===== src/sdrc_cfg.svh =====
// Command numbers, field positions, reset values and counts of the receiver command bank.
`ifndef SDRC_CFG_SVH
`define SDRC_CFG_SVH
`define SDRC_CMD_SYS2 4'h1
`define SDRC_CMD_MCLK 4'h2
`define SDRC_CMD_SRC 4'h5
`define SDRC_CMD_DIO1 4'h6
`define SDRC_CMD_FMT 4'h7
`define SDRC_CMD_IRQ 4'h8
`define SDRC_CMD_ERR 4'h9
`define SDRC_CMD_GPIO 4'ha
`define SDRC_CMD_DIO2 4'hd
`define SDRC_RST_BYTE 8'h00
`define SDRC_SYS2_MON_BIT 3
`define SDRC_MCLK_XIN_BIT 1
`define SDRC_MCLK_AMP_LSB 6
`define SDRC_SRC_CLK_BIT 1
`define SDRC_SRC_USEL_BIT 4
`define SDRC_SRC_OVR_BIT 5
`define SDRC_SRC_MUTE_BIT 6
`define SDRC_DIO1_DEM_LSB 0
`define SDRC_DIO1_THR_LSB 4
`define SDRC_FMT_OFD_BIT 0
`define SDRC_FMT_RBCK_BIT 4
`define SDRC_FMT_RLR_BIT 5
`define SDRC_FMT_SBCK_BIT 6
`define SDRC_FMT_SLR_BIT 7
`define SDRC_ERR_ERROR_CONTENT_SELECT_BIT 0
`define SDRC_ERR_PARITY_FLAG_MODE_BIT 1
`define SDRC_ERR_FORCE_BIT 4
`define SDRC_ERR_FS_BIT 5
`define SDRC_ERR_WAIT_LSB 6
`define SDRC_GPIO_LSB 4
`define SDRC_DIO2_GP_PIN_FUNCTION_SELECT_BIT 0
`define SDRC_IRQ_ERR 0
`define SDRC_IRQ_INPUT_DETECT_IRQ_EN 1
`define SDRC_IRQ_GPIO 6
`define SDRC_AMP_CONT 2'b00
`define SDRC_AMP_AUTO 2'b10
`define SDRC_SEL_NONE 3'h7
`define SDRC_WAIT_00 5'd3
`define SDRC_WAIT_01 5'd24
`define SDRC_WAIT_10 5'd12
`define SDRC_WAIT_11 5'd6
`define SDRC_PARITY_RUN 4'd8
`endif


===== src/sdrc_pkg.sv =====
// Types shared by the receiver command bank.
package sdrc_pkg;
  typedef enum logic [1:0] {
    SDRC_ERR_UNLOCKED,
    SDRC_ERR_WAIT,
    SDRC_ERR_CLEAR
  } sdrc_err_e;
  typedef logic [7:0] sdrc_byte_t;
endpackage : sdrc_pkg


===== src/sdrc_top.sv =====
// Receiver command registers, command FIFO and the control logic they steer.
`timescale 1ns/10ps
`include "sdrc_cfg.svh"

module sdrc_fifo #(
  parameter int WIDTH = 12,
  parameter int DEPTH = 4
) (
  input wire logic core_clk,
  input wire logic rst,
  input wire logic in_valid,
  output logic in_ready,
  input wire logic [WIDTH-1:0] in_data,
  output logic out_valid,
  input wire logic out_ready,
  output logic [WIDTH-1:0] out_data
);
  localparam int AW = (DEPTH > 1) ? $clog2(DEPTH) : 1;
  logic [WIDTH-1:0] mem [DEPTH];
  logic [AW-1:0] wr_ptr;
  logic [AW-1:0] rd_ptr;
  logic [AW:0] count;
  logic push;
  logic pop;

  function automatic logic [AW-1:0] bump(input logic [AW-1:0] p);
    bump = (p == AW'(DEPTH - 1)) ? '0 : p + 1'b1;
  endfunction : bump

  assign in_ready = (count != (AW + 1)'(DEPTH));
  assign out_valid = (count != '0);
  assign push = in_valid & in_ready;
  assign pop = out_valid & out_ready;
  assign out_data = mem[rd_ptr];

  always_ff @(posedge core_clk) begin
    if (push) begin
      mem[wr_ptr] <= in_data;
    end
  end

  always_ff @(posedge core_clk) begin
    if (rst) begin
      wr_ptr <= '0;
      rd_ptr <= '0;
      count <= '0;
    end else begin
      if (push) begin
        wr_ptr <= bump(wr_ptr);
      end
      if (pop) begin
        rd_ptr <= bump(rd_ptr);
      end
      if (push && !pop) begin
        count <= count + 1'b1;
      end else if (pop && !push) begin
        count <= count - 1'b1;
      end
    end
  end
endmodule : sdrc_fifo

// Operation
// - Crystal clock used while unlocked, or always when clock select is set.
// - While unlocked, data output carries serial input, or mutes if select set.
// - Override bit forces serial input onto data output regardless of lock.
// - Mute bit silences data output; otherwise source selection applies.
// - Clock source switch leaves error pin unchanged under the stated conditions.
// - R and S output clocks derive from one phase source.
// - Demodulation input picks receive input 0..6; code 7 selects none.
// - Through output 1 passes receive input 0..6; code 7 holds low.
// - Format bit selects I2S or 24-bit MSB-first left-justified.
// - Bit clock polarity bits choose falling or rising data change edge.
// - Word clock polarity bits choose left or right channel in low period.
// - Eight enable bits route their events to the interrupt output.
// - Input detect interrupt needs 24.576MHz crystal and input monitoring enabled.
// - Channel status flag raised when 48 bits match the previous block.
// - Burst Pc flag raised when 16-bit Pc matches the previous block.
// - Parallel input flag raised only on change at the 24kHz sample.
// - Error pin adds non-PCM when content bit set; non-PCM error mutes data.
// - Parity flag: up to 8 consecutive on non-PCM, or per erroneous sub-frame.
// - Force bit drives error pin high without touching data or clocks.
// - fs change bit gates fs errors; fs while amplifier stopped ignored.
// - Error clears after 3, 24, 12 or 6 block preambles; data follows.
// - Parallel output mode drives four GPIO pins from the output bits.
// - Amplifier field: 00 continuous, 10 stops while locked, 11 stopped.
module sdrc_top
  import sdrc_pkg::*;
#(
  parameter int FIFO_DEPTH = 4,
  parameter int RX_INPUTS = 7
) (
  input wire logic core_clk,
  input wire logic rst,
  input wire logic [1:0] chip_addr,
  input wire logic cmd_valid,
  output logic cmd_ready,
  input wire logic [1:0] cmd_chip,
  input wire logic [3:0] cmd_num,
  input wire logic [7:0] cmd_data,
  input wire logic cmd_apply_ok,
  input wire logic pll_locked,
  input wire logic block_preamble,
  input wire logic data_error,
  input wire logic parity_error,
  input wire logic nonpcm_detect,
  input wire logic fs_changed,
  input wire logic cs_fs_changed,
  input wire logic [RX_INPUTS-1:0] rx_in,
  input wire logic demod_data,
  input wire logic serial_data_in,
  input wire logic bit_clock_phase,
  input wire logic word_clock_phase,
  input wire logic [3:0] gp_in,
  input wire logic gp_sample_tick,
  input wire logic gp_parallel_out_mode,
  input wire logic cs_block_done,
  input wire logic [47:0] cs_block,
  input wire logic pc_block_done,
  input wire logic [15:0] pc_block,
  input wire logic input_detect_change,
  input wire logic fs_update,
  input wire logic emphasis_detect,
  output logic demod_rx,
  output logic through_output_1,
  output logic recovered_data,
  output logic use_crystal_clock,
  output logic osc_amp_running,
  output logic output_format_select,
  output logic r_bit_clock,
  output logic r_word_clock,
  output logic s_bit_clock,
  output logic s_word_clock,
  output logic error_pin,
  output logic irq_out,
  output logic [3:0] gp_out,
  output logic [3:0] gp_out_en_n
);
  sdrc_byte_t sys2_reg;
  sdrc_byte_t mclk_reg;
  sdrc_byte_t clock_source_and_data_source;
  sdrc_byte_t data_input_and_through_select;
  sdrc_byte_t serial_output_format;
  sdrc_byte_t interrupt_source_enable;
  sdrc_byte_t error_pin_conditions;
  sdrc_byte_t general_output_pin_data;
  sdrc_byte_t dio2_reg;
  logic fifo_valid;
  logic [13:0] fifo_data;
  logic wr;
  logic [3:0] wr_num;
  sdrc_byte_t wr_byte;
  sdrc_err_e err_state;
  logic [4:0] preamble_count;
  logic [3:0] parity_run;
  logic err_core;
  logic err_pin_q;
  logic nonpcm_q;
  logic [47:0] cs_prev;
  logic [15:0] pc_prev;
  logic [3:0] gp_prev;
  logic [7:0] events;
  logic [7:0] enables;
  logic fs_err;
  logic parity_flag;

  // Commands are buffered so a burst can arrive while application waits for a safe moment.
  sdrc_fifo #(.WIDTH(14), .DEPTH(FIFO_DEPTH)) u_fifo (
    .core_clk(core_clk),
    .rst(rst),
    .in_valid(cmd_valid),
    .in_ready(cmd_ready),
    .in_data({cmd_chip, cmd_num, cmd_data}),
    .out_valid(fifo_valid),
    .out_ready(cmd_apply_ok),
    .out_data(fifo_data)
  );

  assign wr_num = fifo_data[11:8];
  assign wr_byte = fifo_data[7:0];
  // Commands for another chip address are drained and dropped.
  assign wr = fifo_valid & cmd_apply_ok & (fifo_data[13:12] == chip_addr);

  function automatic logic pick_rx(input logic [2:0] code, input logic [RX_INPUTS-1:0] rx);
    pick_rx = (code == `SDRC_SEL_NONE) ? 1'b0 : rx[code];
  endfunction : pick_rx

  function automatic logic [4:0] wait_count(input logic [1:0] code);
    case (code)
      2'b00: wait_count = `SDRC_WAIT_00;
      2'b01: wait_count = `SDRC_WAIT_01;
      2'b10: wait_count = `SDRC_WAIT_10;
      default: wait_count = `SDRC_WAIT_11;
    endcase
  endfunction : wait_count

  // Test commands 11 and 15 and unused numbers are ignored.
  always_ff @(posedge core_clk) begin
    if (rst) begin
      sys2_reg <= `SDRC_RST_BYTE;
      mclk_reg <= `SDRC_RST_BYTE;
      clock_source_and_data_source <= `SDRC_RST_BYTE;
      data_input_and_through_select <= `SDRC_RST_BYTE;
      serial_output_format <= `SDRC_RST_BYTE;
      interrupt_source_enable <= `SDRC_RST_BYTE;
      error_pin_conditions <= `SDRC_RST_BYTE;
      general_output_pin_data <= `SDRC_RST_BYTE;
      dio2_reg <= `SDRC_RST_BYTE;
    end else if (wr) begin
      case (wr_num)
        `SDRC_CMD_SYS2: sys2_reg <= wr_byte;
        `SDRC_CMD_MCLK: mclk_reg <= wr_byte;
        `SDRC_CMD_SRC: clock_source_and_data_source <= wr_byte;
        `SDRC_CMD_DIO1: data_input_and_through_select <= wr_byte;
        `SDRC_CMD_FMT: serial_output_format <= wr_byte;
        `SDRC_CMD_IRQ: interrupt_source_enable <= wr_byte;
        `SDRC_CMD_ERR: error_pin_conditions <= wr_byte;
        `SDRC_CMD_GPIO: general_output_pin_data <= wr_byte;
        `SDRC_CMD_DIO2: dio2_reg <= wr_byte;
        default: ;
      endcase
    end
  end

  assign use_crystal_clock = clock_source_and_data_source[`SDRC_SRC_CLK_BIT] | ~pll_locked;

  always_comb begin
    case (mclk_reg[`SDRC_MCLK_AMP_LSB +: 2])
      `SDRC_AMP_CONT: osc_amp_running = 1'b1;
      `SDRC_AMP_AUTO: osc_amp_running = ~pll_locked;
      default: osc_amp_running = 1'b0;
    endcase
  end

  assign fs_err = ~error_pin_conditions[`SDRC_ERR_FS_BIT] &
                  ((fs_changed & osc_amp_running) | cs_fs_changed);

  always_ff @(posedge core_clk) begin
    if (rst) begin
      parity_run <= '0;
    end else if (!parity_error) begin
      parity_run <= '0;
    end else if (parity_run != `SDRC_PARITY_RUN) begin
      parity_run <= parity_run + 1'b1;
    end
  end

  assign parity_flag = error_pin_conditions[`SDRC_ERR_PARITY_FLAG_MODE_BIT] ? parity_error :
                       (parity_error & nonpcm_detect & (parity_run != `SDRC_PARITY_RUN));

  // The clock source bit is kept out of the error term, so switching leaves it alone.
  assign err_core = data_error | parity_flag | fs_err |
                    (error_pin_conditions[`SDRC_ERR_ERROR_CONTENT_SELECT_BIT] & nonpcm_detect);

  always_ff @(posedge core_clk) begin
    if (rst) begin
      err_state <= SDRC_ERR_UNLOCKED;
      preamble_count <= '0;
    end else begin
      case (err_state)
        SDRC_ERR_UNLOCKED: begin
          preamble_count <= '0;
          if (pll_locked) begin
            err_state <= SDRC_ERR_WAIT;
          end
        end
        SDRC_ERR_WAIT: begin
          if (!pll_locked) begin
            err_state <= SDRC_ERR_UNLOCKED;
          end else if (block_preamble) begin
            if (preamble_count + 1'b1 == wait_count(error_pin_conditions[`SDRC_ERR_WAIT_LSB +: 2])) begin
              err_state <= SDRC_ERR_CLEAR;
            end
            preamble_count <= preamble_count + 1'b1;
          end
        end
        SDRC_ERR_CLEAR: begin
          if (!pll_locked) begin
            err_state <= SDRC_ERR_UNLOCKED;
          end
        end
        default: err_state <= SDRC_ERR_UNLOCKED;
      endcase
    end
  end

  always_ff @(posedge core_clk) begin
    if (rst) begin
      err_pin_q <= 1'b1;
    end else begin
      err_pin_q <= (err_state != SDRC_ERR_CLEAR) | err_core |
                   error_pin_conditions[`SDRC_ERR_FORCE_BIT];
    end
  end
  assign error_pin = err_pin_q;

  always_ff @(posedge core_clk) begin
    if (rst) begin
      recovered_data <= 1'b0;
    end else if (clock_source_and_data_source[`SDRC_SRC_MUTE_BIT]) begin
      recovered_data <= 1'b0;
    end else if (clock_source_and_data_source[`SDRC_SRC_OVR_BIT]) begin
      recovered_data <= serial_data_in;
    end else if (!pll_locked) begin
      recovered_data <= clock_source_and_data_source[`SDRC_SRC_USEL_BIT] ? 1'b0 : serial_data_in;
    end else begin
      recovered_data <= (err_state == SDRC_ERR_CLEAR) & ~err_core & demod_data;
    end
  end

  always_ff @(posedge core_clk) begin
    if (rst) begin
      demod_rx <= 1'b0;
      through_output_1 <= 1'b0;
    end else begin
      demod_rx <= pick_rx(data_input_and_through_select[`SDRC_DIO1_DEM_LSB +: 3], rx_in);
      through_output_1 <= pick_rx(data_input_and_through_select[`SDRC_DIO1_THR_LSB +: 3], rx_in);
    end
  end

  assign output_format_select = serial_output_format[`SDRC_FMT_OFD_BIT];

  // Both systems share one phase source, so they cannot drift apart.
  always_ff @(posedge core_clk) begin
    if (rst) begin
      r_bit_clock <= 1'b0;
      s_bit_clock <= 1'b0;
      r_word_clock <= 1'b0;
      s_word_clock <= 1'b0;
    end else begin
      r_bit_clock <= bit_clock_phase ^ serial_output_format[`SDRC_FMT_RBCK_BIT];
      s_bit_clock <= bit_clock_phase ^ serial_output_format[`SDRC_FMT_SBCK_BIT];
      r_word_clock <= word_clock_phase ^ serial_output_format[`SDRC_FMT_RLR_BIT];
      s_word_clock <= word_clock_phase ^ serial_output_format[`SDRC_FMT_SLR_BIT];
    end
  end

  // Block compares keep the last value, which resets to zero, so a first block of all zeros flags.
  always_ff @(posedge core_clk) begin
    if (rst) begin
      cs_prev <= '0;
      pc_prev <= '0;
      gp_prev <= '0;
      nonpcm_q <= 1'b0;
    end else begin
      nonpcm_q <= nonpcm_detect;
      if (cs_block_done) begin
        cs_prev <= cs_block;
      end
      if (pc_block_done) begin
        pc_prev <= pc_block;
      end
      if (gp_sample_tick) begin
        gp_prev <= gp_in;
      end
    end
  end

  always_comb begin
    events = '0;
    events[`SDRC_IRQ_ERR] = err_pin_q ^ ((err_state != SDRC_ERR_CLEAR) | err_core |
                            error_pin_conditions[`SDRC_ERR_FORCE_BIT]);
    events[`SDRC_IRQ_INPUT_DETECT_IRQ_EN] = input_detect_change;
    events[2] = fs_update;
    events[3] = cs_block_done & (cs_block == cs_prev);
    events[4] = nonpcm_detect ^ nonpcm_q;
    events[5] = pc_block_done & (pc_block == pc_prev);
    events[`SDRC_IRQ_GPIO] = gp_sample_tick & (gp_in != gp_prev) &
                             ~dio2_reg[`SDRC_DIO2_GP_PIN_FUNCTION_SELECT_BIT];
    events[7] = emphasis_detect;
  end

  always_comb begin
    enables = interrupt_source_enable;
    enables[`SDRC_IRQ_INPUT_DETECT_IRQ_EN] = interrupt_source_enable[`SDRC_IRQ_INPUT_DETECT_IRQ_EN] &
                               mclk_reg[`SDRC_MCLK_XIN_BIT] & sys2_reg[`SDRC_SYS2_MON_BIT];
  end

  always_ff @(posedge core_clk) begin
    if (rst) begin
      irq_out <= 1'b0;
    end else begin
      irq_out <= |(events & enables);
    end
  end

  always_ff @(posedge core_clk) begin
    if (rst) begin
      gp_out <= '0;
      gp_out_en_n <= 4'hf;
    end else begin
      gp_out <= general_output_pin_data[`SDRC_GPIO_LSB +: 4];
      gp_out_en_n <= {4{~gp_parallel_out_mode}};
    end
  end
endmodule : sdrc_top


===== config.mk =====
export PLATFORM = sky130hd
export DESIGN_NAME = sdrc_top
export DESIGN_NICKNAME = d
export VERILOG_FILES = /design/src/sdrc_pkg.sv /design/src/sdrc_top.sv
export VERILOG_INCLUDE_DIRS = /design/src
export SDC_FILE = /design/constraint.sdc
export NUM_CORES = 1
export LEC_CHECK = 0
export BUFFER_PORTS_ARGS = -buffer_cell sky130_fd_sc_hd__buf_2
export CAP_MARGIN = 20
export CORE_UTILIZATION = 40
export DETAILED_ROUTE_END_ITERATION = 6
export PLACE_DENSITY = 0.72
export SLEW_MARGIN = 20
export SYNTH_ARGS = -nofsm -noshare
export SYNTH_HDL_FRONTEND = slang
export SYNTH_SLANG_ARGS = --single-unit

===== constraint.sdc =====
create_clock -name core_clk -period 3.1 [get_ports core_clk]
set_input_delay 0.155 -clock core_clk [delete_from_list [all_inputs] [get_ports core_clk]]
set_output_delay 0.155 -clock core_clk [all_outputs]
set_load 0.02 [all_outputs]

# --- Word level (Yosys, flattened, before mapping) ---
# Memories as Yosys holds them, arrays and structs flattened. A register that Yosys moved wholly into a read port is not among the register bits.
# Cells that the tools add are included.
classes:
  n_addsub: 6
  bitwise: 36
  eq_ne: 32
  n_reduce_logical: 26
  mux: 31
  magnitude_cmp: 2
ops:
  columns: ["op", "count"]
  rows:
  - ["48-bit == test", 1]
  - ["5-bit 2-to-1 mux", 6]
  - ["2-bit 2-to-1 mux", 9]
  - ["2-bit AND reduction", 9]
  - ["1-bit bitwise AND", 16]
  - ["16-bit == test", 1]
  - ["4-bit == test, second input constant", 4]
  - ["5-bit one-hot mux with 3 select lines", 1]
  - ["4-bit by 3-bit == test with 1-bit output, second input constant", 3]
  - ["2-bit == test, second input constant", 5]
  - ["2-bit inequality test, second input constant", 5]
  - ["5-bit one-hot mux with 2 select lines", 1]
  - ["3-bit inequality test, second input constant", 3]
  - ["8-bit bitwise AND", 1]
  - ["3-bit by 4-bit less-than comparator with 1-bit output, second input constant", 2]
  - ["1-bit 2-to-1 mux", 8]
  - ["2-bit OR reduction", 4]
  - ["8-bit OR reduction", 1]
  - ["1-bit OR", 7]
  - ["1-bit binary-select mux with 3-bit select", 2]
  - ["3-bit == test, second input constant", 2]
  - ["2-bit zero test", 3]
  - ["3-bit 2-to-1 mux", 2]
  - ["1-bit NOT", 6]
  - ["21 further kinds", 31]
word_totals:
  output_inout_bits: 21
  regBits: 160
  inputBits: 113
  n_memories: 1
  ram_bits: 56
mem_list:
  columns: ["name", "depth", "word_bits", "rd", "rd_ports_with_merged_regs", "write_ports", "line_no", "text"]
  rows:
  - ["u_fifo.mem", 4, 14, 1, 1, 1, "sdrc_top.sv:19", "logic [WIDTH-1:0] mem [DEPTH];"]

# --- Logic depth before layout (Yosys ltp) ---
depth:
  ltp_word: 12
  ltp_mapped: 10

# --- By module ---
# Synthesis repeated with hierarchy kept, for this count alone.
hier_totals:
  cells_unflattened: 723
  area_unflattened_um2: 8373.0
by_module_without_submodules:
  columns: ["mod", "cells_per_inst", "n_inst", "area_per_inst_um2"]
  rows:
  - ["sdrc_top", 602, 1, 5875.6]
  - ["sdrc_fifo", 121, 1, 2497.4]

# --- Worst setup path after synthesis ---
# No wires, ideal clock.
synth_path:
  path_kind: "register to register"
  start: "register with a tool-made name"
  end: "register interrupt_source_enable[1]"
  n_path_buf: 3
  path_stages_with_launch: 10
  slack_ns: 0.688
  setup_time_ns: 0.128
  period_less_slack_ns: 2.412
  t_arrival_ns: 2.284
  path_cell_list: "dfxtp_1 buf_4 buf_6 mux4_2 xnor2_2 nand3_1 or4_1 buf_2 mux2i_1 nor2_1"
synth_lines:
  columns: ["item", "line_no", "text"]
  rows:
  - ["end signal, assigned", "sdrc_top.sv:205", "interrupt_source_enable <= `SDRC_RST_BYTE;"]
  - ["end signal, assigned", "sdrc_top.sv:216", "`SDRC_CMD_IRQ: interrupt_source_enable <= wr_byte;"]
  - ["end, declared", "sdrc_top.sv:144", "sdrc_byte_t interrupt_source_enable;"]

==> impl_results.md <==
- Status: finished, final reports clean
- Number of vias per cell: 4.88
- Number of synthesized flops with an enable pin: 56
- Most common cell after layout, fill and taps aside: dfxtp_1
- Area growth syn-to-layout: 28.5%
- CP Class: reg2reg
- Final setup viols: 0
- Hold crit path type: in2reg
- Syn_area_per_cell: 11.3 µm²
- Ys async rst share: 0%
- Synth unique cells: 46
- Total routed wirelength: 18000 µm
- CTS Buffer Depth: 2
- Max reg flops: 56
- DRC errors left: 0
- Hold Vio Cnt, Final: 0
- Clk_skew: 0.0129 ns
- Reg2Reg Setup Slack: 0.30 ns
- Largest Register: u_fifo.mem
- Placed insts: 1107
- Max stage delay cell, worst path: dfxtp_1
- Power density over the cells: 587 nW/µm²
- Largest net degree at the start of global routing: 78
- Number of hold buffers added after cts: 84
- Critical Path Stages: 7
- Met3 usage: 4.91%
- Unrepaired setup endpoints after global routing: no
- CP peak stage delay: 0.60 ns
- Final Instance Count excl. Fillers: 1224
- Flops & latches, synth: 197
- Largest registers: u_fifo.mem (56), cs_prev (48), pc_prev (16)
- Mapped cell area: 8320 µm²
- Critical Path Start Type: flop
- Clock transition at path regs: 0.07 ns
- First DRT Iteration DRCs: 275
- Die width: 146 µm
- First-pass GRT wire length: 29400 µm
- Commonest non-fill, non-tap cells in the layout: dfxtp_1 (141), buf_2 (132), nor2_1 (126)
- Slew headroom: 46.1%
- DP Wirelength: 11900 µm
- Die H: 146 µm
- Mapped Nets: 861
- Crit path to: general_output_pin_data[5]
- Port Buf Inserts: 133
- Share of cells above drive strength 1: 19.8%
- Total die area: 21400 µm²
- MaxCap Viol Count: 0
- RR Endpoint: general_output_pin_data[5]
- Crit path buf inv count: 1
- Cell Chain, Critical Path: buf_4, mux4_2, nor2b_1, nand4_1, nor2_1, mux2i_1, nor2_1
- Max Fanout on Critical Path: 8
- Final core occ: 52.6%
- Nets@finish: 1067
- Cells after Synth: 734
- YS warnings: 0
- Total GRT Usage: 17.5%
- GR Overflow Total: 0
- Max-slew violation count: 0
- Routability cong.: 0.778
- Synth Flop Type: dfxtp_1
- Routed Antenna Nets: 0
- Final period util: 90.2%
- Data arrival, critical path: 3.09 ns
- Effective utilization at floorplan: 41.0%
- Slew @ Worst Pin: 0.809 ns
- Total core area: 20300 µm²
- DRT Pass-1 Iters: 4
- Avg WL per Cell: 14.7 µm
- Worst path top cell family by delay: simple AND/OR/NAND/NOR gates
- Reg2Reg Depth: 7
- # Post-CTS Setup Buffers: 0
- Met2 usage: 30.1%
- Met1 Use GR: 21.2%
- Worst-Skew Late Latency: 0.44 ns
- CTS tree: yes
- Min cycle time layout: 2.80 ns
- Num ports: 134
- Post-CTS Resized: 0
- Root Driver: clkbuf_16
- Detailed-route via count: 5967
- Worst VDD drop: 0.504 mV
- TNS Setup: 0 ns
- H-tree levels: 4
- Worst path required time: 3.39 ns
- Crit end category: flop
- Clock sinks: 197
- Vias in the first global route: 6028
- Most Crowded Layer GR: met2
- P_leak: 4.36 nW
- Site row count: 52
- CTS Buf Count: 17
- Initial antenna violation count: 1
- Fmax: 0.358 GHz
- Post-synthesis sequential area ratio: 54.2%
- Most used cell, CP: nor2_1
stage by stage:
stage	power, mW	area, µm²	hold slack, ns	setup WS, ns
2_1_floorplan	3.65	8320	0.229	0.688
3_3_place_gp	3.91	9220	0.324	0.429
3_5_place_dp	3.94	9220	0.334	0.347
4_1_cts	6.35	10700	0.00884	0.299
5_1_grt	6.57	10700	0.0190	0.0804
6_report	6.27	10700	0.0249	0.303
layout make-up:
type	count	area, µm²
antenna	1	2.50
clock buffer	18	450
clock inverter	14	175
fill	1775	9610
inverter	12	45.0
multi-input combinational	490	3610
sequential	197	4500
tap	270	338
timing repair buffer	222	1560
per-layer routing:
| metal | vias up | share of wire, % |
|---|---|---|
| li1 | 2978 | - |
| met1 | 2836 | 44 |
| met2 | 138 | 49 |
| met3 | 15 | 5.6 |
| met4 | 0 | 1.3 |
| met5 | - | 0 |
power breakdown:
part | internal (mW) | switching (mW)
Combinational | 0.490 | 0.545
Clock | 1.22 | 1.08
Sequential | 2.82 | 0.109
cells by family after synthesis:
| family | Yosys count | synth area share, % |
|---|---|---|
| AO/OA/AOI/OAI | 60 | 4.14 |
| XOR/XNOR | 84 | 9.03 |
| adder cells (fa/ha/maj) | 14 | 2.20 |
| buffers and inverters | 47 | 2.41 |
| flip-flops | 197 | 54.2 |
| multiplexers | 113 | 16.0 |
| AND/OR/NAND/NOR | 219 | 12.1 |
worst min path at each step:
stage                     slack (ns)  cells past startpoint            startpoint        endpoint
after CTS                      0.009                      2         nonpcm_detect        nonpcm_q
after detailed placement        0.33                      2  gp_parallel_out_mode  gp_out_en_n[0]
after global routing            0.02                      2         nonpcm_detect        nonpcm_q
final                           0.02                      2         nonpcm_detect        nonpcm_q
after global placement          0.32                      2  gp_parallel_out_mode  gp_out_en_n[0]
after floorplan                 0.23                      1  gp_parallel_out_mode  gp_out_en_n[0]
synth_stat cells (all sizes together) (13+ instances only):
cell | number | area [µm²]
nand2 | 23 | 86.3
edfxtp | 56 | 1680
ha | 13 | 163
mux4 | 16 | 360
xnor2 | 55 | 497
o21ai | 20 | 100
dfxtp | 141 | 2820
nand4 | 16 | 100
a21oi | 25 | 125
clkbuf | 25 | 93.8
mux2i | 97 | 971
nor2 | 126 | 473
xor2 | 29 | 254
(Power assumes the default switching activity.)
